## config.mk

```make
export PLATFORM = sky130hd
export DESIGN_NAME = asmci_top
export DESIGN_NICKNAME = d
export VERILOG_FILES = /design/src/shared/asmci_pkg.sv /design/src/rtl/asmci_sync3.sv /design/src/rtl/asmci_top.sv
export SDC_FILE = /design/constraint.sdc
export NUM_CORES = 1
export LEC_CHECK = 0
export BUFFER_PORTS_ARGS = -buffer_cell sky130_fd_sc_hd__buf_2
export CORE_MARGIN = 2
export CORE_UTILIZATION = 58
export CTS_CLUSTER_SIZE = 20
export DETAILED_ROUTE_END_ITERATION = 12
export PLACE_DENSITY = 0.83
export SLEW_MARGIN = 20
export SYNTH_ARGS = -nofsm -noshare
export SYNTH_HDL_FRONTEND = slang
export SYNTH_SLANG_ARGS = --single-unit
```

## constraint.sdc

```tcl
create_clock -name CLOCK -period 6.9 [get_ports CLOCK]
set_clock_uncertainty 0.1 [all_clocks]
set_input_delay 1.38 -clock CLOCK [delete_from_list [all_inputs] [get_ports CLOCK]]
set_output_delay 1.38 -clock CLOCK [all_outputs]
set_load 0.01 [all_outputs]
```

## src/shared/asmci_pkg.sv

```systemverilog
package asmci_pkg;

    // Widths of the position and burst counters
    localparam int POS_W_MIN = 39;
    localparam int CYC_W_MIN = 34;

    // Largest marker position per gang size
    localparam logic [38:0] POS_CAP_1 = 39'd68719476657;
    localparam logic [38:0] POS_CAP_2 = 39'd137438953312;
    localparam logic [38:0] POS_CAP_4 = 39'd274877906625;

    // Tail margin subtracted from the pattern period per gang size
    localparam logic [8:0] POS_MARGIN_1 = 9'd79;
    localparam logic [8:0] POS_MARGIN_2 = 9'd160;
    localparam logic [8:0] POS_MARGIN_4 = 9'd319;

    // Shortest pattern period the host may program per gang size
    localparam logic [9:0] MIN_LEN_1 = 10'd129;
    localparam logic [9:0] MIN_LEN_2 = 10'd257;
    localparam logic [9:0] MIN_LEN_4 = 10'd513;

    // Position and window step, marker pulse width, window margin
    localparam logic [6:0] STEP_1 = 7'd16;
    localparam logic [6:0] STEP_2 = 7'd32;
    localparam logic [6:0] STEP_4 = 7'd64;
    localparam logic [8:0] WIN_MARGIN_1 = 9'd64;
    localparam logic [8:0] WIN_MARGIN_2 = 9'd128;
    localparam logic [8:0] WIN_MARGIN_4 = 9'd256;

    // Error timing grain in ganged operation
    localparam logic [1:0] ERR_GRAIN_LAST = 2'h3;

    typedef enum logic [2:0] {
        GANG_1 = 3'h1,
        GANG_2 = 3'h2,
        GANG_4 = 3'h4
    } asmci_gang_t;

    typedef enum logic [2:0] {
        OUT_OFF = 3'h1,
        OUT_PERIOD = 3'h2,
        OUT_WINDOW = 3'h4
    } asmci_out_sel_t;

    typedef enum logic [6:0] {
        PAT_PRBS = 7'h01,
        PAT_ZERO = 7'h02,
        PAT_DATA = 7'h04,
        PAT_ALT = 7'h08,
        PAT_MIX_DATA = 7'h10,
        PAT_MIX_ALT = 7'h20,
        PAT_SEQ = 7'h40
    } asmci_pat_t;

    typedef enum logic [5:0] {
        IN_OFF = 6'h01,
        IN_ERR = 6'h02,
        IN_AB = 6'h04,
        IN_SEQ = 6'h08,
        IN_BURST = 6'h10,
        IN_CHASSIS = 6'h20
    } asmci_in_sel_t;

    typedef enum logic [2:0] {
        SRC_OFF = 3'h1,
        SRC_EDGE = 3'h2,
        SRC_LEVEL = 3'h4
    } asmci_src_t;

endpackage

```

## src/rtl/asmci_sync3.sv

```systemverilog
`timescale 1ns/1ps
`default_nettype none
module asmci_sync3 (
    input wire logic clk, // Bit clock
    input wire logic rst_n, // Synchronous reset, active low
    input wire logic async_in, // Pin level from outside the clock domain
    output logic level_out // Settled level
);

    typedef struct packed {
        logic s1;
        logic s2;
        logic s3;
        logic lvl;
    } asmci_sync_t;

    asmci_sync_t st_ff;
    asmci_sync_t nxt_st;

    always_comb begin
        nxt_st = st_ff;
        nxt_st.s1 = async_in;
        nxt_st.s2 = st_ff.s1;
        nxt_st.s3 = st_ff.s2;
        // A change counts only once two settled stages agree
        if (st_ff.s2 == st_ff.s3) begin
            nxt_st.lvl = st_ff.s3;
        end
    end

    always_ff @(posedge clk) begin
        if (!rst_n) begin
            st_ff <= '0;
        end else begin
            st_ff <= nxt_st;
        end
    end

    assign level_out = st_ff.lvl;

endmodule
`default_nettype wire

```

## src/rtl/asmci_top.sv

```systemverilog
`timescale 1ns/1ps
`default_nettype none
// Summary of operation
// RL1 - Period marker mode emits one pulse per pattern period for PRBS, zero and data.
// RL2 - Single channel position: 1 to lcm(len,64)-79, 16-bit steps, capped.
// RL3 - Two channels position: 1 to lcm(len,128)-160, 32-bit steps, capped.
// RL4 - Four channels position: 1 to lcm(len,256)-319, 64-bit steps, capped.
// RL5 - Alternate pattern: marker only in the selected A or B period.
// RL6 - Mixed data: marker over whole block pattern, placed by block and row.
// RL7 - Mixed alternate: marker only for selected block, A/B choice and row.
// RL8 - Sequence: marker only in selected block, single-channel position range; the code applies the range of the set GANG.
// RL9 - Host repeats short patterns to at least 129, 257 or 513 bits.
// RL10 - Burst mode can copy the gated-window marker onto the aux output.
// RL11 - Window marker rises after programmed delay, stays high programmed width.
// RL12 - Delay and width range 0 to cycle minus margin, in gang-scaled steps.
// RL13 - External fault insert uses aux input as edge or level timing.
// RL14 - Ganged: only first slot input inserts errors, with 4-bit grain.
// RL15 - A/B swap mode switches patterns from the aux input level.
// RL16 - Step mode takes sequence transitions from aux input edges.
// RL17 - External burst gate comes from aux input; ganged uses first slot only.
// RL18 - Gate edge starts burst on rising edge; gate level enables while high.
// RL19 - Chassis alignment takes the shared timing signal from aux input.
// RL20 - Aux input serves one function; aux output drives one marker type.
// RL21 - Position counter restarts each period, fixed-width pulse on match.
module asmci_top #(
    parameter int POS_W = 39,
    parameter int CYC_W = 34,
    parameter int BLK_W = 8,
    parameter int ROW_W = 8
) (
    input wire logic CLOCK, // Pattern bit clock
    input wire logic RST_N, // Synchronous reset, active low
    input wire asmci_pkg::asmci_gang_t GANG, // Ganged channel count
    input wire logic SLOT_FIRST, // This module sits in the first slot
    input wire asmci_pkg::asmci_out_sel_t OUT_SEL, // Aux output marker type
    input wire asmci_pkg::asmci_pat_t PAT_KIND, // Test pattern kind
    input wire logic [POS_W-1:0] PERIOD_LEN, // Period, lcm of length and grain
    input wire logic [POS_W-1:0] MARK_POS, // Marker bit position
    input wire logic MARK_SEL_B, // Marker in pattern B when high
    input wire logic [BLK_W-1:0] MARK_BLOCK, // Marker block number
    input wire logic [ROW_W-1:0] MARK_ROW, // Marker row number
    input wire logic PAT_START, // First bit of a pattern period
    input wire logic PAT_IS_B, // Pattern B is being sent
    input wire logic [BLK_W-1:0] CUR_BLOCK, // Current block number
    input wire logic [ROW_W-1:0] CUR_ROW, // Current row number
    input wire logic ROW_START, // First bit of a row
    input wire logic [CYC_W-1:0] BURST_CYCLE, // Burst cycle in bits
    input wire logic [CYC_W-1:0] WIN_DELAY, // Window marker delay in bits
    input wire logic [CYC_W-1:0] WIN_WIDTH, // Window marker width in bits
    input wire logic BURST_ON, // Burst sequencing active
    input wire logic BURST_START, // First bit of burst data
    input wire asmci_pkg::asmci_in_sel_t IN_SEL, // Aux input function
    input wire asmci_pkg::asmci_src_t ERR_SRC, // Error timing source
    input wire asmci_pkg::asmci_src_t BURST_SRC, // Burst gate source
    input wire logic SEQ_EXT_TRIG, // Sequence steps on external trigger
    input wire logic AUX_IN, // Aux input pin
    output logic AUX_OUT, // Aux output pin
    output logic ERR_INSERT, // Insert error now
    output logic AB_SELECT_B, // Send pattern B
    output logic SEQ_STEP, // Advance sequence state
    output logic BURST_GATE_START, // Start burst
    output logic BURST_GATE_EN, // Burst data allowed
    output logic CHASSIS_SYNC, // Chassis alignment pulse
    output logic CFG_ERR // Marker settings out of range
);

    if (POS_W < asmci_pkg::POS_W_MIN || CYC_W < asmci_pkg::CYC_W_MIN) begin : g_chk
        $error("asmci_top: counter widths too narrow");
    end

    ////////////////////////////////////////////////////////////////////////////

    function automatic logic [6:0] step_of(asmci_pkg::asmci_gang_t g);
        unique case (g)
            asmci_pkg::GANG_2: step_of = asmci_pkg::STEP_2;
            asmci_pkg::GANG_4: step_of = asmci_pkg::STEP_4;
            default: step_of = asmci_pkg::STEP_1;
        endcase
    endfunction

    function automatic logic [8:0] pos_margin_of(asmci_pkg::asmci_gang_t g);
        unique case (g)
            asmci_pkg::GANG_2: pos_margin_of = asmci_pkg::POS_MARGIN_2;
            asmci_pkg::GANG_4: pos_margin_of = asmci_pkg::POS_MARGIN_4;
            default: pos_margin_of = asmci_pkg::POS_MARGIN_1;
        endcase
    endfunction

    function automatic logic [38:0] cap_of(asmci_pkg::asmci_gang_t g);
        unique case (g)
            asmci_pkg::GANG_2: cap_of = asmci_pkg::POS_CAP_2;
            asmci_pkg::GANG_4: cap_of = asmci_pkg::POS_CAP_4;
            default: cap_of = asmci_pkg::POS_CAP_1;
        endcase
    endfunction

    function automatic logic [9:0] min_len_of(asmci_pkg::asmci_gang_t g);
        unique case (g)
            asmci_pkg::GANG_2: min_len_of = asmci_pkg::MIN_LEN_2;
            asmci_pkg::GANG_4: min_len_of = asmci_pkg::MIN_LEN_4;
            default: min_len_of = asmci_pkg::MIN_LEN_1;
        endcase
    endfunction

    function automatic logic [8:0] win_margin_of(asmci_pkg::asmci_gang_t g);
        unique case (g)
            asmci_pkg::GANG_2: win_margin_of = asmci_pkg::WIN_MARGIN_2;
            asmci_pkg::GANG_4: win_margin_of = asmci_pkg::WIN_MARGIN_4;
            default: win_margin_of = asmci_pkg::WIN_MARGIN_1;
        endcase
    endfunction

    ////////////////////////////////////////////////////////////////////////////

    typedef struct packed {
        logic [POS_W-1:0] pos_cnt;
        logic [6:0] mark_cnt;
        logic [CYC_W-1:0] win_cnt;
        logic win_run;
        logic [1:0] grain;
        logic err_pend;
        logic in_prev;
        logic aux_out;
        logic err_out;
        logic ab_out;
        logic seq_out;
        logic bst_start;
        logic bst_en;
        logic chs_out;
        logic cfg_err;
    } asmci_state_t;

    asmci_state_t st_ff;
    asmci_state_t nxt_st;
    logic aux_lvl;

    asmci_sync3 u_sync (
        .clk(CLOCK),
        .rst_n(RST_N),
        .async_in(AUX_IN),
        .level_out(aux_lvl)
    );

    logic [6:0] step;
    logic [POS_W-1:0] step_w;
    logic [POS_W-1:0] pos_limit;
    logic pos_ok;
    logic [CYC_W-1:0] win_limit;
    logic [CYC_W-1:0] win_mask;
    logic win_ok;
    logic first_slot_ok;
    logic in_rise;
    logic hit;
    logic win_on;

    always_comb begin
        step = step_of(GANG);
        step_w = POS_W'(step);
        win_mask = CYC_W'(step) - CYC_W'(1);
        // Period must be long enough and hold the tail margin
        pos_limit = PERIOD_LEN - POS_W'(pos_margin_of(GANG));
        pos_ok = (PERIOD_LEN >= POS_W'(min_len_of(GANG))) // RL9
            && (MARK_POS != '0)
            && (MARK_POS <= pos_limit) // RL2 RL3 RL4
            && (MARK_POS <= POS_W'(cap_of(GANG)))
            && (((MARK_POS - POS_W'(1)) & (step_w - POS_W'(1))) == '0);
        win_limit = BURST_CYCLE - CYC_W'(win_margin_of(GANG));
        win_ok = (BURST_CYCLE >= CYC_W'(win_margin_of(GANG)))
            && (WIN_DELAY <= win_limit) && (WIN_WIDTH <= win_limit) // RL12
            && ((WIN_DELAY & win_mask) == '0) && ((WIN_WIDTH & win_mask) == '0);
        // Ganged error insert and burst gate only listen on the first slot
        first_slot_ok = (GANG == asmci_pkg::GANG_1) || SLOT_FIRST; // RL14 RL17
        in_rise = aux_lvl && !st_ff.in_prev;
        win_on = st_ff.win_run && (st_ff.win_cnt >= WIN_DELAY)
            && ((st_ff.win_cnt - WIN_DELAY) < WIN_WIDTH); // RL11
    end

    // Marker match: counter is 1 on the bit after PAT_START
    always_comb begin
        hit = 1'b0;
        unique case (PAT_KIND)
            asmci_pkg::PAT_PRBS, asmci_pkg::PAT_ZERO, asmci_pkg::PAT_DATA: begin
                hit = pos_ok && (st_ff.pos_cnt == MARK_POS); // RL1
            end
            asmci_pkg::PAT_ALT: begin
                hit = pos_ok && (st_ff.pos_cnt == MARK_POS) && (PAT_IS_B == MARK_SEL_B); // RL5
            end
            asmci_pkg::PAT_MIX_DATA: begin
                hit = ROW_START && (CUR_BLOCK == MARK_BLOCK) && (CUR_ROW == MARK_ROW); // RL6
            end
            asmci_pkg::PAT_MIX_ALT: begin
                hit = ROW_START && (CUR_BLOCK == MARK_BLOCK) && (CUR_ROW == MARK_ROW)
                    && (PAT_IS_B == MARK_SEL_B); // RL7
            end
            asmci_pkg::PAT_SEQ: begin
                hit = pos_ok && (st_ff.pos_cnt == MARK_POS) && (CUR_BLOCK == MARK_BLOCK); // RL8
            end
            default: hit = 1'b0;
        endcase
    end

    ////////////////////////////////////////////////////////////////////////////

    always_comb begin
        nxt_st = st_ff;
        nxt_st.in_prev = aux_lvl;
        nxt_st.grain = st_ff.grain + 2'h1;

        // Position counter restarts at each period start
        if (PAT_START) begin
            nxt_st.pos_cnt = POS_W'(1); // RL21
        end else begin
            nxt_st.pos_cnt = st_ff.pos_cnt + POS_W'(1);
        end
        // A new match restarts the fixed-width marker pulse
        if (OUT_SEL == asmci_pkg::OUT_PERIOD && hit) begin
            nxt_st.mark_cnt = step; // RL21
        end else if (st_ff.mark_cnt != '0) begin
            nxt_st.mark_cnt = st_ff.mark_cnt - 7'h01;
        end

        // Window counter runs one burst cycle from burst start
        if (BURST_ON && BURST_START) begin
            nxt_st.win_run = 1'b1;
            nxt_st.win_cnt = '0;
        end else if (st_ff.win_run) begin
            nxt_st.win_cnt = st_ff.win_cnt + CYC_W'(1);
            if (!BURST_ON || st_ff.win_cnt >= BURST_CYCLE - CYC_W'(1)) begin
                nxt_st.win_run = 1'b0;
            end
        end

        // At most one marker type reaches the pin; none with OUT_OFF
        unique case (OUT_SEL)
            asmci_pkg::OUT_PERIOD: nxt_st.aux_out = (nxt_st.mark_cnt != '0); // RL20
            asmci_pkg::OUT_WINDOW: nxt_st.aux_out = BURST_ON && win_ok && win_on; // RL10
            default: nxt_st.aux_out = 1'b0;
        endcase
        nxt_st.cfg_err = ((OUT_SEL == asmci_pkg::OUT_PERIOD) && !pos_ok
            && (PAT_KIND != asmci_pkg::PAT_MIX_DATA) && (PAT_KIND != asmci_pkg::PAT_MIX_ALT))
            || ((OUT_SEL == asmci_pkg::OUT_WINDOW) && !win_ok);

        // Input side: every function output idles unless selected
        nxt_st.seq_out = 1'b0;
        nxt_st.bst_start = 1'b0;
        nxt_st.chs_out = 1'b0;
        nxt_st.bst_en = 1'b0;
        nxt_st.ab_out = 1'b0;
        nxt_st.err_out = 1'b0;
        nxt_st.err_pend = 1'b0;
        unique case (IN_SEL)
            asmci_pkg::IN_ERR: begin
                if (!first_slot_ok || ERR_SRC == asmci_pkg::SRC_OFF) begin
                    nxt_st.err_out = 1'b0;
                end else if (GANG == asmci_pkg::GANG_1) begin
                    nxt_st.err_out = (ERR_SRC == asmci_pkg::SRC_EDGE) ? in_rise : aux_lvl; // RL13
                end else begin
                    // Ganged: output changes only on 4-bit boundaries
                    nxt_st.err_pend = st_ff.err_pend || in_rise;
                    nxt_st.err_out = st_ff.err_out;
                    if (st_ff.grain == asmci_pkg::ERR_GRAIN_LAST) begin
                        nxt_st.err_out = (ERR_SRC == asmci_pkg::SRC_EDGE)
                            ? (st_ff.err_pend || in_rise) : aux_lvl; // RL14
                        nxt_st.err_pend = 1'b0;
                    end
                end
            end
            asmci_pkg::IN_AB: begin
                nxt_st.ab_out = aux_lvl && ((PAT_KIND == asmci_pkg::PAT_ALT)
                    || (PAT_KIND == asmci_pkg::PAT_MIX_ALT)); // RL15
            end
            asmci_pkg::IN_SEQ: begin
                nxt_st.seq_out = in_rise && SEQ_EXT_TRIG && (PAT_KIND == asmci_pkg::PAT_SEQ); // RL16
            end
            asmci_pkg::IN_BURST: begin
                if (first_slot_ok) begin
                    nxt_st.bst_start = in_rise && (BURST_SRC == asmci_pkg::SRC_EDGE); // RL18
                    nxt_st.bst_en = aux_lvl && (BURST_SRC == asmci_pkg::SRC_LEVEL); // RL18
                end
            end
            asmci_pkg::IN_CHASSIS: nxt_st.chs_out = in_rise; // RL19
            default: nxt_st.chs_out = 1'b0; // RL20
        endcase
    end

    always_ff @(posedge CLOCK) begin
        if (!RST_N) begin
            st_ff <= '0;
        end else begin
            st_ff <= nxt_st;
        end
    end

    assign AUX_OUT = st_ff.aux_out;
    assign ERR_INSERT = st_ff.err_out;
    assign AB_SELECT_B = st_ff.ab_out;
    assign SEQ_STEP = st_ff.seq_out;
    assign BURST_GATE_START = st_ff.bst_start;
    assign BURST_GATE_EN = st_ff.bst_en;
    assign CHASSIS_SYNC = st_ff.chs_out;
    assign CFG_ERR = st_ff.cfg_err;

    ////////////////////////////////////////////////////////////////////////////

    AST_PERIOD_RESTART: assert property (@(posedge CLOCK) disable iff (!RST_N) // RL21
        PAT_START |=> st_ff.pos_cnt == POS_W'(1))
        else $error("Position counter did not restart at period start");

    AST_MARK_WIDTH: assert property (@(posedge CLOCK) disable iff (!RST_N) // RL1
        (OUT_SEL == asmci_pkg::OUT_PERIOD && hit && GANG == asmci_pkg::GANG_1
            && $stable(OUT_SEL))
        |=> ##1 AUX_OUT [*8])
        else $error("Period marker shorter than its fixed width");

    AST_MARK_BAD_POS: assert property (@(posedge CLOCK) disable iff (!RST_N) // RL2
        (PAT_KIND == asmci_pkg::PAT_PRBS && MARK_POS == '0) |-> !hit)
        else $error("Marker matched an illegal position");

    AST_ALT_SIDE: assert property (@(posedge CLOCK) disable iff (!RST_N) // RL5
        (PAT_KIND == asmci_pkg::PAT_ALT && PAT_IS_B != MARK_SEL_B) |-> !hit)
        else $error("Marker fired in the unselected pattern");

    AST_SEQ_BLOCK: assert property (@(posedge CLOCK) disable iff (!RST_N) // RL8
        (PAT_KIND == asmci_pkg::PAT_SEQ && CUR_BLOCK != MARK_BLOCK) |-> !hit)
        else $error("Sequence marker fired outside selected block");

    AST_WIN_DELAY: assert property (@(posedge CLOCK) disable iff (!RST_N) // RL11
        (OUT_SEL == asmci_pkg::OUT_WINDOW && st_ff.win_run && st_ff.win_cnt < WIN_DELAY)
        |=> !AUX_OUT)
        else $error("Window marker rose before its delay");

    AST_ONE_FUNC: assert property (@(posedge CLOCK) disable iff (!RST_N) // RL20
        $onehot0({ERR_INSERT, AB_SELECT_B, SEQ_STEP, BURST_GATE_START,
            BURST_GATE_EN, CHASSIS_SYNC}))
        else $error("Aux input drove more than one function");

    AST_SLOT_ONLY: assert property (@(posedge CLOCK) disable iff (!RST_N) // RL14
        (GANG != asmci_pkg::GANG_1 && !SLOT_FIRST && $stable(SLOT_FIRST)
            && $stable(GANG)) |=> !ERR_INSERT && !BURST_GATE_START && !BURST_GATE_EN)
        else $error("Non-first slot used the aux input");

    AST_SEQ_PULSE: assert property (@(posedge CLOCK) disable iff (!RST_N) // RL16
        SEQ_STEP |=> !SEQ_STEP)
        else $error("Sequence step longer than one cycle");

    AST_CHS_EDGE: assert property (@(posedge CLOCK) disable iff (!RST_N) // RL19
        (IN_SEL == asmci_pkg::IN_CHASSIS && aux_lvl && !st_ff.in_prev) |=> CHASSIS_SYNC)
        else $error("Chassis alignment edge lost");

endmodule
`default_nettype wire

```

==> impl_metrics.toml <==
[run_status]
status = "finished, final reports clean"

[place]
placedCellCount = 2193
numPortBuffers = 255
dp_hpwl_um = 36000
gp_congestion = 1.00

[sta]
fin_crit_ns = 6.56
finalSetupTns_ns = 0
period_share = 0.950
grt_setup_unrepaired = "no"
final_hold_viol_count = 0
report.final.slew_viol_count = 0
fmax_mhz = 153
max-slew-margin-rel = 0.304
worst_slew_pin_slew_ns = 1.04
setup_violations = 0

[yosys]
async_reset_ff_frac = 0
postSynthAreaPerCell_um2 = 7.75
ys_ff_latch = 97
ys_warn_count = 0
synth_edf_count = 0
seq_area_frac_synth = 0.150
syn_inst = 1674
syn_nets = 2162
synth_flop_cell = "dfxtp_1"
netlist_area_um2 = 13000
ys_types = 66

[final_layout]
nets = 2412
stdcell_count = 2212
drive_above_1_share = 0.153
area_delta_synth_final_pct = 14.8

[setup_path]
regToRegStartpoint = "st_ff[13]"
worstSetupPathType = "in2reg"
path_delay_family = "simple AND/OR/NAND/NOR gates"
critPathMostFrequentCell = "a21o_1"
worst_setup_path_start_kind = "input pin"
slowest_delay_ns = 0.42
cp_data_arrival_time_ns = 6.76
crit_fanout = 5
crit_chain = "buf_2, nor2_1, nand2_1, ha_1, a21o_1, a21o_1, or3_1, nand2b_1, nor3_1, nand2_1, nor2_1, xnor2_1, ha_1, nand4_1, nor4_1, and2_1, nand3_1, a221o_1, a311o_1, a311oi_1, a21o_1"
worst_path_max_delay_cell = "a311o_1"
cp.buffers_inverters = 1
cp_data_required_time_ns = 7.11
cp-startpoint = "GANG[2]"
worstSetupEndpointType = "flip-flop"

[clock_tree]
cts.path.max_buffers = 2
htreeDepth = 3
cts_tree = "yes"
root_buffer = "clkbuf_16"
cts_made_buffers = 9
postCtsResizedCells = 0
postCtsSetupBuffers = 0
hold_buffers = 0
clk_pin_slew_worst_paths_ns = 0.07
cts_sinks = 97
clk_latency_ns = 0.36

[detailed_routing]
first_iter_violations = 1053
vias_per_cell = 6.15
drt_first_pass_iters = 5
remaining_drc_errors = 0
vias = 13600
totalWireLength_um = 42200
ant_nets = 0
wl_per_cell_um = 19.1

[power]
power_density_nw_per_um2 = 125
ir_worst_vdd_v = 0.000138
power_mw = 1.86
leakagePower_nw = 6.93

[floorplan]
core_um2 = 21900
rows = 54
initial_core_util = 0.593
ios = 256
die-area_um2 = 23600
die_x_um = 154
die_h_um = 154

[run]
cap_violations = 0

[global_routing]
grtUsageTotal = 0.348
antenna_found_initial = 3
overflow = 0
grt_pass1_wl_um = 66000
grt_pass1_vias = 13200
grt_start_max_net_pins = 38

[min_path]
min_from = "st_ff[10]"
hold_path_class = "reg2reg"
worst paths after layout:
path / depth (start not counted) / to / slack [ns]
worst min register to register: 1 / st_ff[10] / 0.32
worst max-delay path: 21 / AUX_OUT / 0.34
worst max register to register: 20 / AUX_OUT / 1.32
worst min-delay path: 1 / st_ff[10] / 0.32
through the flow:
step,setup WS [ns],cell area [um2],utilization,hold slack [ns]
after floorplan,0.874,13000,-,0.299
after global placement,0.419,14600,0.666,0.318
after detailed placement,0.0957,14600,0.666,0.312
after CTS,0.471,14900,0.680,0.327
after global routing,0.0121,14900,0.680,0.358
final,0.344,14900,0.680,0.321
where the power goes:
part | internal (mW) | leakage, nW | total (mW) | switching (mW)
Clock | 0.289 | 0.153 | 0.538 | 0.249
Combinational | 0.310 | 5.99 | 0.713 | 0.403
Sequential | 0.581 | 0.785 | 0.607 | 0.0254
flip-flops by register name, indices dropped and copies added (netlist names):
register / cells
u_sync.nxt_st: 2
BURST_GATE_EN: 1
st_ff: 85
CHASSIS_SYNC: 1
SEQ_STEP: 1
CFG_ERR: 1
ERR_INSERT: 1
BURST_GATE_START: 1
u_sync.level_out: 1
u_sync.st_ff: 1
AB_SELECT_B: 1
AUX_OUT: 1
routing by layer:
layer | vias up | track usage | routed length [um] | share of wire
li1 | 6555 | - | - | -
met1 | 6230 | 0.422 | 16800 | 0.40
met2 | 667 | 0.593 | 19400 | 0.46
met3 | 142 | 0.0527 | 3570 | 0.085
met4 | 0 | 0.187 | 2430 | 0.058
met5 | - | 0 | 0 | 0
worst reg2reg max path, delay by kind of cell (launching register included):
kind,cells,cell delay (ns)
AOI/OAI and AO/OA,10,2.94
and+or+nand+nor,4,0.95
adders and majority gates,3,0.89
DFF,1,0.35
buffers and inverters,2,0.16
xor gates and xnor gates,1,0.09
cells in the mapped netlist, types with 9 or more instances:
master / instances / area share
xnor2_1: 149 / 0.10
ha_1: 237 / 0.23
nor4_1: 37 / 0.018
or3_1: 18 / 0.0087
o211ai_1: 9 / 0.0052
xor2_1: 102 / 0.069
a21o_1: 72 / 0.042
nor3_1: 54 / 0.021
a211oi_1: 12 / 0.0069
and4_1: 13 / 0.0088
nor2b_1: 16 / 0.0077
o21ai_0: 57 / 0.022
inv_1: 116 / 0.034
a21oi_1: 113 / 0.044
nand2_1: 107 / 0.031
nand4_1: 70 / 0.034
clkbuf_1: 24 / 0.0069
nand3_1: 54 / 0.021
or4_1: 10 / 0.0058
nor2_1: 164 / 0.047
and2_1: 13 / 0.0063
and3_1: 16 / 0.0077
nand2b_1: 12 / 0.0058
dfxtp_1: 97 / 0.15
final cells by class:
cell class | count | area, um2
Antenna cell | 3 | 7.51
Clock buffer | 9 | 225
Clock inverter | 7 | 85.1
Fill cell | 1908 | 7000
Inverter | 116 | 435
Multi-Input combinational cell | 1435 | 10500
Sequential cell | 97 | 1940
Tap cell | 280 | 350
Timing Repair Buffer | 265 | 1350
placed cells by master, fill, tap and decap left out, types with 5 or more instances in the layout:
cell type    n
buf_2      255
ha_1       237
nor2_1     164
xnor2_1    149
inv_1      116
a21oi_1    113
nand2_1    106
xor2_1     102
dfxtp_1     97
a21o_1      72
nand4_1     70
o21ai_0     57
nor3_1      54
nand3_1     54
nor4_1      37
or3_1       18
nor2b_1     16
and3_1      16
and2_1      13
and4_1      13
nand2b_1    12
a211oi_1    12
or4_1       10
buf_4       10
o211ai_1     9
clkbuf_16    9
o21a_1       8
o21bai_1     8
nand4b_1     7
nor4b_1      5
nand3b_1     5
o31ai_1      5
a221oi_1     5
a221o_1      5
nor3b_1      5
logic make-up (layout without fill, tap and decap cells):
| family | Yosys count | after routing | synth area share |
|---|---|---|---|
| compound gates | 324 | 324 | 0.160 |
| xor+xnor | 251 | 251 | 0.169 |
| fa+ha+maj | 240 | 240 | 0.233 |
| buf+inv | 142 | 397 | 0.0416 |
| flops | 97 | 97 | 0.150 |
| mux | 3 | 3 | 0.00270 |
| other cells | 0 | 3 | 0 |
| simple gates | 617 | 617 | 0.244 |
Note: power is estimated with default switching activity, not from simulation.
